**src/pkg/brc_params.svh**
```systemverilog
// Register offsets, field positions, reset values and legacy address ranges of the bridge control.
`ifndef BRC_PARAMS_SVH
`define BRC_PARAMS_SVH

`define BRC_ADDR_W           8
`define BRC_DATA_W           8
`define BRC_OFF_BRIDGE_CTL   8'h3e
`define BRC_OFF_ERROR_CMD    8'h40
`define BRC_RST_BRIDGE_CTL   8'h00
`define BRC_RST_ERROR_CMD    8'h00

`define BRC_BC_BACK_TO_BACK  7
`define BRC_BC_SEC_RESET     6
`define BRC_BC_ABORT_MODE    5
`define BRC_BC_LEGACY_GFX    3
`define BRC_BC_IO_FILTER     2
`define BRC_BC_SYSERR_FWD    1
`define BRC_BC_PARITY_RESP   0
`define BRC_EC_TA_SYSERR     0

`define BRC_VGA_IO_LO        32'h0000_03c0
`define BRC_VGA_IO_HI        32'h0000_03df
`define BRC_MDA_IO_LO        32'h0000_03b0
`define BRC_MDA_IO_HI        32'h0000_03bb
`define BRC_VGA_MEM_LO       32'h000a_0000
`define BRC_VGA_MEM_HI       32'h000b_ffff
`define BRC_MDA_MEM_LO       32'h000b_0000
`define BRC_MDA_MEM_HI       32'h000b_7fff
`define BRC_ABORT_RD_DATA    32'hffff_ffff

`endif

```
**src/pkg/brc_pkg.sv**
```systemverilog
// Types shared by the bridge routing and error control.
package brc_pkg;

	typedef enum logic [1:0] {
		BRC_CLS_NONE,
		BRC_CLS_VGA,
		BRC_CLS_MDA
	} brc_class_type;

	typedef struct packed {
		logic        legacy_gfx_ff;
		logic        io_filter_ff;
		logic        parity_resp_ff;
		logic        ta_syserr_ff;
		logic [7:0]  rdata_ff;
		logic        route_valid_ff;
		logic        route_secondary_ff;
		logic        abort_rd_done_ff;
		logic        abort_wr_drop_ff;
		logic [31:0] abort_rd_data_ff;
		logic        serr_msg_ff;
		logic        fast_b2b_ff;
		logic        sec_reset_ff;
	} brc_state_type;

endpackage : brc_pkg

```
**src/hw/brc_bridge_ctl.sv**
```systemverilog
// Routing, master-abort handling and error messaging of the secondary-bus bridge.
// Behaviour
// - The back-to-back enable bit reads 0, ignores writes, and no fast back-to-back cycle is issued.
// - The secondary reset bit reads 0 and software has no way to reset the secondary bus through it.
// - The abort mode bit reads 0; a master-aborted write is dropped and a read returns all ones.
// - The writable legacy graphics enable alone steers legacy VGA I/O and memory accesses; the mono bit does not affect routing.
// - With graphics enable and mono present both clear, VGA and MDA go to the hub link.
// - With graphics enable set, VGA goes to the secondary bus and MDA to the hub link.
// - The legacy I/O filter only affects I/O accesses already inside the I/O window.
// - With the filter clear, every non-legacy I/O access inside the window goes to the secondary bus.
// - With the filter set, the upper 768 bytes of each 1-KB block go to the hub link.
// - The system-error forward bit reads 0 and ignores writes.
// - With parity response clear, secondary parity errors raise no hub-link message.
// - With parity response set, parity errors raise a message when the bridge enable is set.
// - No secondary parity output pin exists; parity errors show only as hub-link messages.
// - With the target-abort bit clear, a received target abort raises no message.
// - With it set, a target abort raises a message when the bridge enable is set.
module brc_bridge_ctl (
	input  wire logic        sys_clk_in,
	input  wire logic        arst_n_in,
	input  wire logic [7:0]  reg_addr_in,
	input  wire logic [7:0]  reg_wdata_in,
	input  wire logic        reg_wr_in,
	input  wire logic        reg_rd_in,
	output logic      [7:0]  reg_rdata_out,
	input  wire logic        mono_adapter_present_in,
	input  wire logic        bridge_syserr_enable_in,
	input  wire logic        req_valid_in,
	input  wire logic        req_is_io_in,
	input  wire logic [31:0] req_addr_in,
	input  wire logic        io_window_hit_in,
	output logic             route_valid_out,
	output logic             route_secondary_out,
	input  wire logic        sec_master_abort_in,
	input  wire logic        sec_abort_is_read_in,
	output logic             abort_rd_done_out,
	output logic      [31:0] abort_rd_data_out,
	output logic             abort_wr_drop_out,
	input  wire logic        sec_addr_parity_err_in,
	input  wire logic        sec_data_parity_err_in,
	input  wire logic        sec_target_abort_in,
	output logic             hub_serr_msg_out,
	output logic             sec_fast_b2b_out,
	output logic             sec_reset_out
);
	import brc_pkg::*;
	`include "brc_params.svh"

	////////////////////////////////////////////////////////////////////////////////

	function automatic logic in_range(input logic [31:0] a, input logic [31:0] lo,
			input logic [31:0] hi);
		in_range = (a >= lo) && (a <= hi);
	endfunction : in_range

	function automatic brc_class_type classify(input logic io, input logic [31:0] a);
		brc_class_type c;
		c = BRC_CLS_NONE;
		if (io) begin
			if (in_range(a, `BRC_MDA_IO_LO, `BRC_MDA_IO_HI))
				c = BRC_CLS_MDA;
			else if (in_range(a, `BRC_VGA_IO_LO, `BRC_VGA_IO_HI))
				c = BRC_CLS_VGA;
		end else begin
			if (in_range(a, `BRC_MDA_MEM_LO, `BRC_MDA_MEM_HI))
				c = BRC_CLS_MDA;
			else if (in_range(a, `BRC_VGA_MEM_LO, `BRC_VGA_MEM_HI))
				c = BRC_CLS_VGA;
		end
		classify = c;
	endfunction : classify

	////////////////////////////////////////////////////////////////////////////////

	brc_state_type st_ff;
	brc_state_type nxt_st;
	brc_class_type req_class;
	logic          upper_768;
	logic          parity_err;

	assign req_class  = classify(req_is_io_in, req_addr_in);
	assign upper_768  = req_addr_in[9:8] != 2'h0;
	assign parity_err = sec_addr_parity_err_in | sec_data_parity_err_in;

	always_comb begin
		nxt_st = st_ff;
		// Register writes; only the writable bits are kept, the rest stay zero.
		if (reg_wr_in && reg_addr_in == `BRC_OFF_BRIDGE_CTL) begin
			nxt_st.legacy_gfx_ff  = reg_wdata_in[`BRC_BC_LEGACY_GFX];
			nxt_st.io_filter_ff   = reg_wdata_in[`BRC_BC_IO_FILTER];
			nxt_st.parity_resp_ff = reg_wdata_in[`BRC_BC_PARITY_RESP];
		end
		if (reg_wr_in && reg_addr_in == `BRC_OFF_ERROR_CMD)
			nxt_st.ta_syserr_ff = reg_wdata_in[`BRC_EC_TA_SYSERR];
		// Read data stands only in the cycle after the strobe.
		nxt_st.rdata_ff = 8'h00;
		if (reg_rd_in) begin
			unique case (reg_addr_in)
				`BRC_OFF_BRIDGE_CTL: begin
					nxt_st.rdata_ff[`BRC_BC_LEGACY_GFX]  = st_ff.legacy_gfx_ff;
					nxt_st.rdata_ff[`BRC_BC_IO_FILTER]   = st_ff.io_filter_ff;
					nxt_st.rdata_ff[`BRC_BC_PARITY_RESP] = st_ff.parity_resp_ff;
				end
				`BRC_OFF_ERROR_CMD:
					nxt_st.rdata_ff[`BRC_EC_TA_SYSERR] = st_ff.ta_syserr_ff;
				default:
					nxt_st.rdata_ff = 8'h00;
			endcase
		end
		// Routing decision, one cycle after the request.
		nxt_st.route_valid_ff     = req_valid_in;
		nxt_st.route_secondary_ff = 1'b0;
		if (req_valid_in) begin
			if (req_class == BRC_CLS_MDA)
				nxt_st.route_secondary_ff = 1'b0;
			else if (req_class == BRC_CLS_VGA)
				nxt_st.route_secondary_ff = st_ff.legacy_gfx_ff;
			else if (req_is_io_in && io_window_hit_in)
				nxt_st.route_secondary_ff = !(st_ff.io_filter_ff && upper_768);
			else
				nxt_st.route_secondary_ff = 1'b0;
		end
		// Master abort always behaves as abort mode zero.
		nxt_st.abort_rd_done_ff = sec_master_abort_in && sec_abort_is_read_in;
		nxt_st.abort_wr_drop_ff = sec_master_abort_in && !sec_abort_is_read_in;
		nxt_st.abort_rd_data_ff = (sec_master_abort_in && sec_abort_is_read_in) ?
			`BRC_ABORT_RD_DATA : 32'h0000_0000;
		// Parity problems leave only through the hub-link message, never a pin.
		nxt_st.serr_msg_ff = bridge_syserr_enable_in &&
			((parity_err && st_ff.parity_resp_ff) ||
			 (sec_target_abort_in && st_ff.ta_syserr_ff));
		nxt_st.fast_b2b_ff  = 1'b0;
		nxt_st.sec_reset_ff = 1'b0;
	end

	always_ff @(posedge sys_clk_in or negedge arst_n_in) begin
		if (!arst_n_in) begin
			st_ff <= '0;
		end else begin
			st_ff <= nxt_st;
		end
	end

	assign reg_rdata_out       = st_ff.rdata_ff;
	assign route_valid_out     = st_ff.route_valid_ff;
	assign route_secondary_out = st_ff.route_secondary_ff;
	assign abort_rd_done_out   = st_ff.abort_rd_done_ff;
	assign abort_rd_data_out   = st_ff.abort_rd_data_ff;
	assign abort_wr_drop_out   = st_ff.abort_wr_drop_ff;
	assign hub_serr_msg_out    = st_ff.serr_msg_ff;
	assign sec_fast_b2b_out    = st_ff.fast_b2b_ff;
	assign sec_reset_out       = st_ff.sec_reset_ff;

	////////////////////////////////////////////////////////////////////////////////
	// Checks. They observe the outputs against the inputs of the previous cycle.

	AST_NO_FAST_B2B: assert property (@(posedge sys_clk_in) disable iff (!arst_n_in)
		!sec_fast_b2b_out) else $error("fast back-to-back cycles enabled");

	AST_RESERVED_BC: assert property (
		@(posedge sys_clk_in) disable iff (!arst_n_in)
		reg_rd_in && reg_addr_in == `BRC_OFF_BRIDGE_CTL
		|=> reg_rdata_out[7:4] == 4'h0 && !reg_rdata_out[`BRC_BC_SYSERR_FWD])
		else $error("fixed or reserved bridge control bits read nonzero");

	AST_NO_SEC_RESET: assert property (@(posedge sys_clk_in) disable iff (!arst_n_in)
		!sec_reset_out) else $error("secondary reset asserted");

	AST_ABORT_READ: assert property (@(posedge sys_clk_in) disable iff (!arst_n_in)
		sec_master_abort_in && sec_abort_is_read_in |=> abort_rd_done_out &&
		abort_rd_data_out == `BRC_ABORT_RD_DATA && !abort_wr_drop_out)
		else $error("aborted read not completed with all ones");

	AST_ABORT_WRITE: assert property (@(posedge sys_clk_in) disable iff (!arst_n_in)
		sec_master_abort_in && !sec_abort_is_read_in |=> abort_wr_drop_out && !abort_rd_done_out)
		else $error("aborted write not dropped");

	AST_MDA_TO_HUB: assert property (@(posedge sys_clk_in) disable iff (!arst_n_in)
		req_valid_in && req_class == BRC_CLS_MDA |=> route_valid_out && !route_secondary_out)
		else $error("mono adapter access left the hub link");

	AST_VGA_ROUTE: assert property (@(posedge sys_clk_in) disable iff (!arst_n_in)
		req_valid_in && req_class == BRC_CLS_VGA |=> route_secondary_out == $past(st_ff.legacy_gfx_ff))
		else $error("legacy graphics routing wrong");

	AST_IO_FILTER: assert property (@(posedge sys_clk_in) disable iff (!arst_n_in)
		req_valid_in && req_is_io_in && io_window_hit_in && req_class == BRC_CLS_NONE
		|=> route_secondary_out == !($past(st_ff.io_filter_ff) && $past(req_addr_in[9:8]) != 2'h0))
		else $error("window I/O routing wrong");

	AST_IO_OUTSIDE: assert property (@(posedge sys_clk_in) disable iff (!arst_n_in)
		req_valid_in && !io_window_hit_in && req_class == BRC_CLS_NONE |=> !route_secondary_out)
		else $error("access outside the window sent to the secondary bus");

	AST_SERR_MSG: assert property (@(posedge sys_clk_in) disable iff (!arst_n_in)
		hub_serr_msg_out == $past(bridge_syserr_enable_in && ((parity_err && st_ff.parity_resp_ff)
		|| (sec_target_abort_in && st_ff.ta_syserr_ff))))
		else $error("system error message does not match its cause");

	AST_TA_QUIET: assert property (@(posedge sys_clk_in) disable iff (!arst_n_in)
		sec_target_abort_in && !parity_err && !st_ff.ta_syserr_ff |=> !hub_serr_msg_out)
		else $error("target abort messaged while disabled");

	AST_RESERVED_EC: assert property (@(posedge sys_clk_in) disable iff (!arst_n_in)
		reg_rd_in && reg_addr_in == `BRC_OFF_ERROR_CMD |=> reg_rdata_out[7:1] == 7'h00)
		else $error("reserved error command bits read nonzero");

	////////////////////////////////////////////////////////////////////////////////
	// Each routing and error case is checked on its own so a wrong branch cannot hide.

	AST_VGA_MONO_SET: assert property (
		@(posedge sys_clk_in) disable iff (!arst_n_in)
		req_valid_in && req_class == BRC_CLS_VGA && st_ff.legacy_gfx_ff
		&& mono_adapter_present_in |=> route_valid_out && route_secondary_out)
		else $error("graphics access with mono present not sent to the secondary bus");

	AST_VGA_MONO_CLEAR: assert property (
		@(posedge sys_clk_in) disable iff (!arst_n_in)
		req_valid_in && req_class == BRC_CLS_VGA && st_ff.legacy_gfx_ff
		&& !mono_adapter_present_in |=> route_valid_out && route_secondary_out)
		else $error("graphics access without mono not sent to the secondary bus");

	AST_VGA_DISABLED: assert property (
		@(posedge sys_clk_in) disable iff (!arst_n_in)
		req_valid_in && req_class == BRC_CLS_VGA && !st_ff.legacy_gfx_ff
		|=> route_valid_out && !route_secondary_out)
		else $error("graphics access left the hub link while disabled");

	AST_MDA_MONO_SET: assert property (
		@(posedge sys_clk_in) disable iff (!arst_n_in)
		req_valid_in && req_class == BRC_CLS_MDA && mono_adapter_present_in
		|=> route_valid_out && !route_secondary_out)
		else $error("mono adapter access with mono present left the hub link");

	AST_IO_UNFILTERED: assert property (
		@(posedge sys_clk_in) disable iff (!arst_n_in)
		req_valid_in && req_is_io_in && io_window_hit_in && req_class == BRC_CLS_NONE
		&& !st_ff.io_filter_ff |=> route_valid_out && route_secondary_out)
		else $error("window I/O not forwarded with the filter clear");

	AST_IO_FILTER_UPPER: assert property (
		@(posedge sys_clk_in) disable iff (!arst_n_in)
		req_valid_in && req_is_io_in && io_window_hit_in && req_class == BRC_CLS_NONE
		&& st_ff.io_filter_ff && req_addr_in[9:8] != 2'h0 |=> !route_secondary_out)
		else $error("filtered upper block I/O sent to the secondary bus");

	AST_IO_FILTER_LOWER: assert property (
		@(posedge sys_clk_in) disable iff (!arst_n_in)
		req_valid_in && req_is_io_in && io_window_hit_in && req_class == BRC_CLS_NONE
		&& st_ff.io_filter_ff && req_addr_in[9:8] == 2'h0 |=> route_secondary_out)
		else $error("filter blocked I/O in the lower block");

	AST_MEM_OTHER: assert property (
		@(posedge sys_clk_in) disable iff (!arst_n_in)
		req_valid_in && !req_is_io_in && req_class == BRC_CLS_NONE
		|=> route_valid_out && !route_secondary_out)
		else $error("non-legacy memory access sent to the secondary bus");

	AST_ROUTE_IDLE: assert property (
		@(posedge sys_clk_in) disable iff (!arst_n_in)
		!req_valid_in
		|=> !route_valid_out && !route_secondary_out)
		else $error("routing result without a request");

	AST_PARITY_QUIET: assert property (
		@(posedge sys_clk_in) disable iff (!arst_n_in)
		parity_err && !st_ff.parity_resp_ff && !sec_target_abort_in
		|=> !hub_serr_msg_out)
		else $error("parity error messaged while parity response is clear");

	AST_PARITY_REPORT: assert property (
		@(posedge sys_clk_in) disable iff (!arst_n_in)
		parity_err && st_ff.parity_resp_ff && bridge_syserr_enable_in
		|=> hub_serr_msg_out)
		else $error("parity error not messaged on the hub link");

	AST_SERR_GATED: assert property (
		@(posedge sys_clk_in) disable iff (!arst_n_in)
		!bridge_syserr_enable_in
		|=> !hub_serr_msg_out)
		else $error("system error message sent while the bridge enable is clear");

	AST_TA_REPORT: assert property (
		@(posedge sys_clk_in) disable iff (!arst_n_in)
		sec_target_abort_in && st_ff.ta_syserr_ff && bridge_syserr_enable_in
		|=> hub_serr_msg_out)
		else $error("target abort not messaged on the hub link");

	AST_ERR_IDLE: assert property (
		@(posedge sys_clk_in) disable iff (!arst_n_in)
		!parity_err && !sec_target_abort_in
		|=> !hub_serr_msg_out)
		else $error("system error message without a cause");

	AST_ABORT_IDLE: assert property (
		@(posedge sys_clk_in) disable iff (!arst_n_in)
		!sec_master_abort_in
		|=> !abort_rd_done_out && !abort_wr_drop_out && abort_rd_data_out == 32'h0000_0000)
		else $error("abort result without a master abort");

	AST_RDATA_IDLE: assert property (
		@(posedge sys_clk_in) disable iff (!arst_n_in)
		!reg_rd_in
		|=> reg_rdata_out == 8'h00)
		else $error("read data outside the read cycle");

	AST_RDATA_UNMAPPED: assert property (
		@(posedge sys_clk_in) disable iff (!arst_n_in)
		reg_rd_in && reg_addr_in != `BRC_OFF_BRIDGE_CTL && reg_addr_in != `BRC_OFF_ERROR_CMD
		|=> reg_rdata_out == 8'h00)
		else $error("unmapped offset read nonzero");

	AST_READ_BC: assert property (
		@(posedge sys_clk_in) disable iff (!arst_n_in)
		reg_rd_in && reg_addr_in == `BRC_OFF_BRIDGE_CTL
		|=> reg_rdata_out[`BRC_BC_LEGACY_GFX] == $past(st_ff.legacy_gfx_ff)
		&& reg_rdata_out[`BRC_BC_IO_FILTER] == $past(st_ff.io_filter_ff)
		&& reg_rdata_out[`BRC_BC_PARITY_RESP] == $past(st_ff.parity_resp_ff))
		else $error("bridge control read back wrong");

	AST_READ_EC: assert property (
		@(posedge sys_clk_in) disable iff (!arst_n_in)
		reg_rd_in && reg_addr_in == `BRC_OFF_ERROR_CMD
		|=> reg_rdata_out[`BRC_EC_TA_SYSERR] == $past(st_ff.ta_syserr_ff))
		else $error("error command read back wrong");

	AST_WRITE_BC: assert property (
		@(posedge sys_clk_in) disable iff (!arst_n_in)
		reg_wr_in && reg_addr_in == `BRC_OFF_BRIDGE_CTL
		|=> st_ff.legacy_gfx_ff == $past(reg_wdata_in[`BRC_BC_LEGACY_GFX])
		&& st_ff.io_filter_ff == $past(reg_wdata_in[`BRC_BC_IO_FILTER])
		&& st_ff.parity_resp_ff == $past(reg_wdata_in[`BRC_BC_PARITY_RESP]))
		else $error("bridge control write did not land");

	AST_WRITE_EC: assert property (
		@(posedge sys_clk_in) disable iff (!arst_n_in)
		reg_wr_in && reg_addr_in == `BRC_OFF_ERROR_CMD
		|=> st_ff.ta_syserr_ff == $past(reg_wdata_in[`BRC_EC_TA_SYSERR]))
		else $error("error command write did not land");

	AST_CTRL_HOLD: assert property (
		@(posedge sys_clk_in) disable iff (!arst_n_in)
		!reg_wr_in
		|=> $stable(st_ff.legacy_gfx_ff) && $stable(st_ff.io_filter_ff)
		&& $stable(st_ff.parity_resp_ff) && $stable(st_ff.ta_syserr_ff))
		else $error("control bits changed without a write");

	AST_UNMAPPED_WRITE: assert property (
		@(posedge sys_clk_in) disable iff (!arst_n_in)
		reg_wr_in && reg_addr_in != `BRC_OFF_BRIDGE_CTL && reg_addr_in != `BRC_OFF_ERROR_CMD
		|=> $stable(st_ff.legacy_gfx_ff) && $stable(st_ff.io_filter_ff)
		&& $stable(st_ff.parity_resp_ff) && $stable(st_ff.ta_syserr_ff))
		else $error("write to an unmapped offset changed a control bit");

endmodule : brc_bridge_ctl

```
**config.mk**
```make
export PLATFORM = sky130hd
export DESIGN_NAME = brc_bridge_ctl
export DESIGN_NICKNAME = d
export VERILOG_FILES = /design/src/pkg/brc_pkg.sv /design/src/hw/brc_bridge_ctl.sv
export VERILOG_INCLUDE_DIRS = /design/src /design/src/pkg
export SDC_FILE = /design/constraint.sdc
export NUM_CORES = 1
export LEC_CHECK = 0
export BUFFER_PORTS_ARGS = -buffer_cell sky130_fd_sc_hd__buf_2
export CAP_MARGIN = 20
export CORE_AREA = 2 2 45 68
export DETAILED_ROUTE_END_ITERATION = 10
export DIE_AREA = 0 0 47 70
export HOLD_SLACK_MARGIN = 0.08
export PLACE_DENSITY = 0.88
export SYNTH_ARGS = -nofsm -noshare
export SYNTH_HDL_FRONTEND = slang
export SYNTH_SLANG_ARGS = --single-unit
```
**constraint.sdc**
```tcl
create_clock -name sys_clk_in -period 2.5 [get_ports sys_clk_in]
set_input_delay 0.125 -clock sys_clk_in [delete_from_list [all_inputs] [get_ports sys_clk_in]]
set_output_delay 0.125 -clock sys_clk_in [all_outputs]
set_load 0.01 [all_outputs]
```
==> flow_metrics.py <==
metrics = {
    "run_status": {
        "status": "complete, no violations",
    },
    "run": {
        "cap_violations": 0,
    },
    "global_routing": {
        "use_met1": 0.106,
        "grt_pass1_vias": 706,
        "antenna_found_initial": 0,
        "gr-usage-all-layers": 0.113,
        "met3_usage": 0.0413,
        "grt_max_degree": 34,
        "top_usage_layer": "met2",
        "overflow": 0,
        "grt_pass1_wl_um": 2770,
        "grtUsageMet2": 0.213,
    },
    "synthesis": {
        "synth.avg_cell_area_um2": 9.27,
        "ys_seq_area_frac": 0.331,
        "syn_inst": 98,
        "synth_most_common_cell": "buf_4",
        "synth_cell_types": 25,
        "yosys_register_bits": 12,
        "syn_area_um2": 908,
        "synth_top_area_cell": "buf_4",
        "yosysTopAreaCellShare": 0.347,
        "async_flop_share": 1.00,
        "ys_warn_count": 0,
        "synth_area_leaders": "buf_4 (35%), dfrtp_1 (33%), mux2_2 (5.0%)",
        "netlist_top_cells_count": "buf_4 (42), dfrtp_1 (12), mux2_2 (4), nand2_1 (4), nor4_1 (4)",
        "synth_edf_count": 0,
        "synthFlopType": "dfrtp_1",
    },
    "floorplan": {
        "die_area_um2": 3290,
        "initial_core_util": 0.329,
        "die_w_um": 47,
        "rows": 24,
        "core-area_um2": 2760,
        "die_height_um": 70,
        "boundaryPins": 109,
    },
    "sta": {
        "layout_min_cycle_time_ns": 1.36,
        "hold_violations": 0,
        "slew_headroom": 0.593,
        "clock_skew_ns": 0.000846,
        "min_period_over_period": 0.542,
        "grt_setup_unrepaired": "no",
        "drv_slew": 0,
        "finalSetupTns_ns": 0,
        "worst_pin_slew_ns": 0.610,
        "setup_violations": 0,
        "timing.fmax_mhz": 738,
    },
    "critical_path": {
        "crit_arrival_ns": 1.48,
        "worstSetupStartpointType": "flip-flop",
        "endpoint_kind": "flip-flop",
        "worstSetupPathType": "reg2reg",
        "cp_max_fo": 4,
        "cp_data_required_time_ns": 2.62,
    },
    "cells_and_area": {
        "antenna_cells": 0,
        "stdcell_area_um2": 1210,
        "drive_above_1_share": 0.630,
        "fill_cells": 292,
        "area_growth_pct": 33.7,
        "fin_util": 0.440,
        "final_nets": 225,
    },
    "power": {
        "power_uw": 531,
        "power_density_nw_per_um2": 437,
        "p_clk_frac": 0.386,
        "power_frac_seq": 0.394,
        "p_leak_uw": 0.000722,
        "internal-power_uw": 402,
        "irDropWorstVdd_mv": 0.371,
        "p_switching_uw": 129,
        "combPwrFrac": 0.220,
        "swShare": 0.243,
    },
    "drt": {
        "post_drt_wl_per_cell_um": 9.46,
        "wl_um": 1900,
        "viasPerCell": 4.32,
        "ant_nets": 0,
        "drt_first_iter_violations": 5,
        "vias": 868,
        "dr.pass1.iters": 4,
        "drc_errors": 0,
    },
    "place": {
        "placed_area_um2": 1130,
        "io_buffers": 93,
        "dpl.hpwl_um": 1710,
        "routabilityCongestion": 0.719,
    },
    "clock_network": {
        "clockBufferDepth": 2,
        "htreeDepth": 1,
        "clkLatencyLatePin_ns": 0.24,
        "cts_hold_buf": 3,
        "numCtsBuffers": 3,
        "cts_num_sinks": 12,
        "path_clk_slew_ns": 0.05,
        "clockRootBuffer": "clkbuf_8",
        "cts_tree": "built",
        "post_cts_buffers": 0,
        "cts_resized": 0,
    },
    "min_path": {
        "hold_path_class": "in2reg",
    },
}
==> power groups by stage <==
stage          combinational [uW]  clock [uW]  sequential [uW]
2_1_floorplan                79.6           0              214
3_3_place_gp                  111           0              212
3_5_place_dp                  114           0              213
4_1_cts                       118         212              210
5_1_grt                       131         221              211
6_report                      117         205              209
==> path summary, 6_finish.rpt <==
kind	end	slack, ns	cells after the start	from
max in group asynchronous	reg_rdata_out[3]	1.99	2	arst_n_in
worst max register to register	route_secondary_out	1.14	4	st_ff[50]
worst max-delay path	route_secondary_out	1.14	4	st_ff[50]
worst min register to register	st_ff[49]	0.53	1	st_ff[49]
min in group asynchronous	reg_rdata_out[0]	0.30	2	arst_n_in
worst min-delay path	abort_rd_data_out[30]	0.11	2	sec_master_abort_in
==> worst max-delay path, stage by stage, from the launching register on <==
cell     delay [ns]
dfrtp_1        0.41
nor3b_1        0.21
a41oi_1        0.06
or4_1          0.41
o311a_1        0.14
==> per-layer routing <==
metal / wire [um] / share of wire / vias up
met4: 6 / 0.0032 / 0
li1: - / - / 420
met1: 599 / 0.32 / 373
met2: 1040 / 0.55 / 73
met5: 0 / 0 / -
met3: 251 / 0.13 / 2
==> stage by stage <==
| step | hold slack, ns | std cells | worst slack (ns) |
|---|---|---|---|
| 5_1_grt | 0.120 | 201 | 0.979 |
| 3_5_place_dp | 0.0122 | 194 | 0.957 |
| 6_report | 0.108 | 201 | 1.14 |
| 3_3_place_gp | 0.00996 | 194 | 0.992 |
| 4_1_cts | 0.101 | 201 | 1.12 |
| 2_1_floorplan | -0.171 | 104 | 1.15 |
==> cells in the final DEF, fill, tap and decap left out <==
cell / n
o21ai_0: 2
nor2_1: 3
nor2b_1: 3
dlygate4sd3_1: 3
nand3b_1: 1
inv_1: 2
a22oi_1: 1
mux2_2: 4
nor4_1: 4
and4_1: 1
and3_1: 3
nand2_1: 4
nor3b_1: 1
and2_1: 1
a41oi_1: 1
nand4b_1: 1
nand4_1: 3
or4_1: 1
o311a_1: 1
conb_1: 7
buf_2: 93
or4_4: 1
clkbuf_8: 4
nor3_1: 2
dfrtp_1: 12
nor4b_1: 2
a21boi_0: 1
==> area by class of cell <==
class,instances,area [um2],share of cell area
clock buffers,4,55.1,0.0453
repair buffers,96,495,0.408
flip-flops and latches,12,300,0.247
multi-input cells,48,308,0.253
well taps,39,48.8,0.0402
inverters,2,7.51,0.00618
==> logic make-up after synthesis <==
group | count (synthesis) | synth area share
mux | 4 | 0.0496
compound gates | 6 | 0.0482
buf+inv | 44 | 0.355
flops | 12 | 0.331
simple gates | 31 | 0.212
other cells | 1 | 0.00413
==> state kept, by name (all words and copies together), names as in the netlist <==
name	cells
abort_wr_drop_out	1
hub_serr_msg_out	1
reg_rdata_out	3
route_secondary_out	1
route_valid_out	1
st_ff	4
abort_rd_data_out	1
Note: power is estimated with default switching activity, not from simulation.
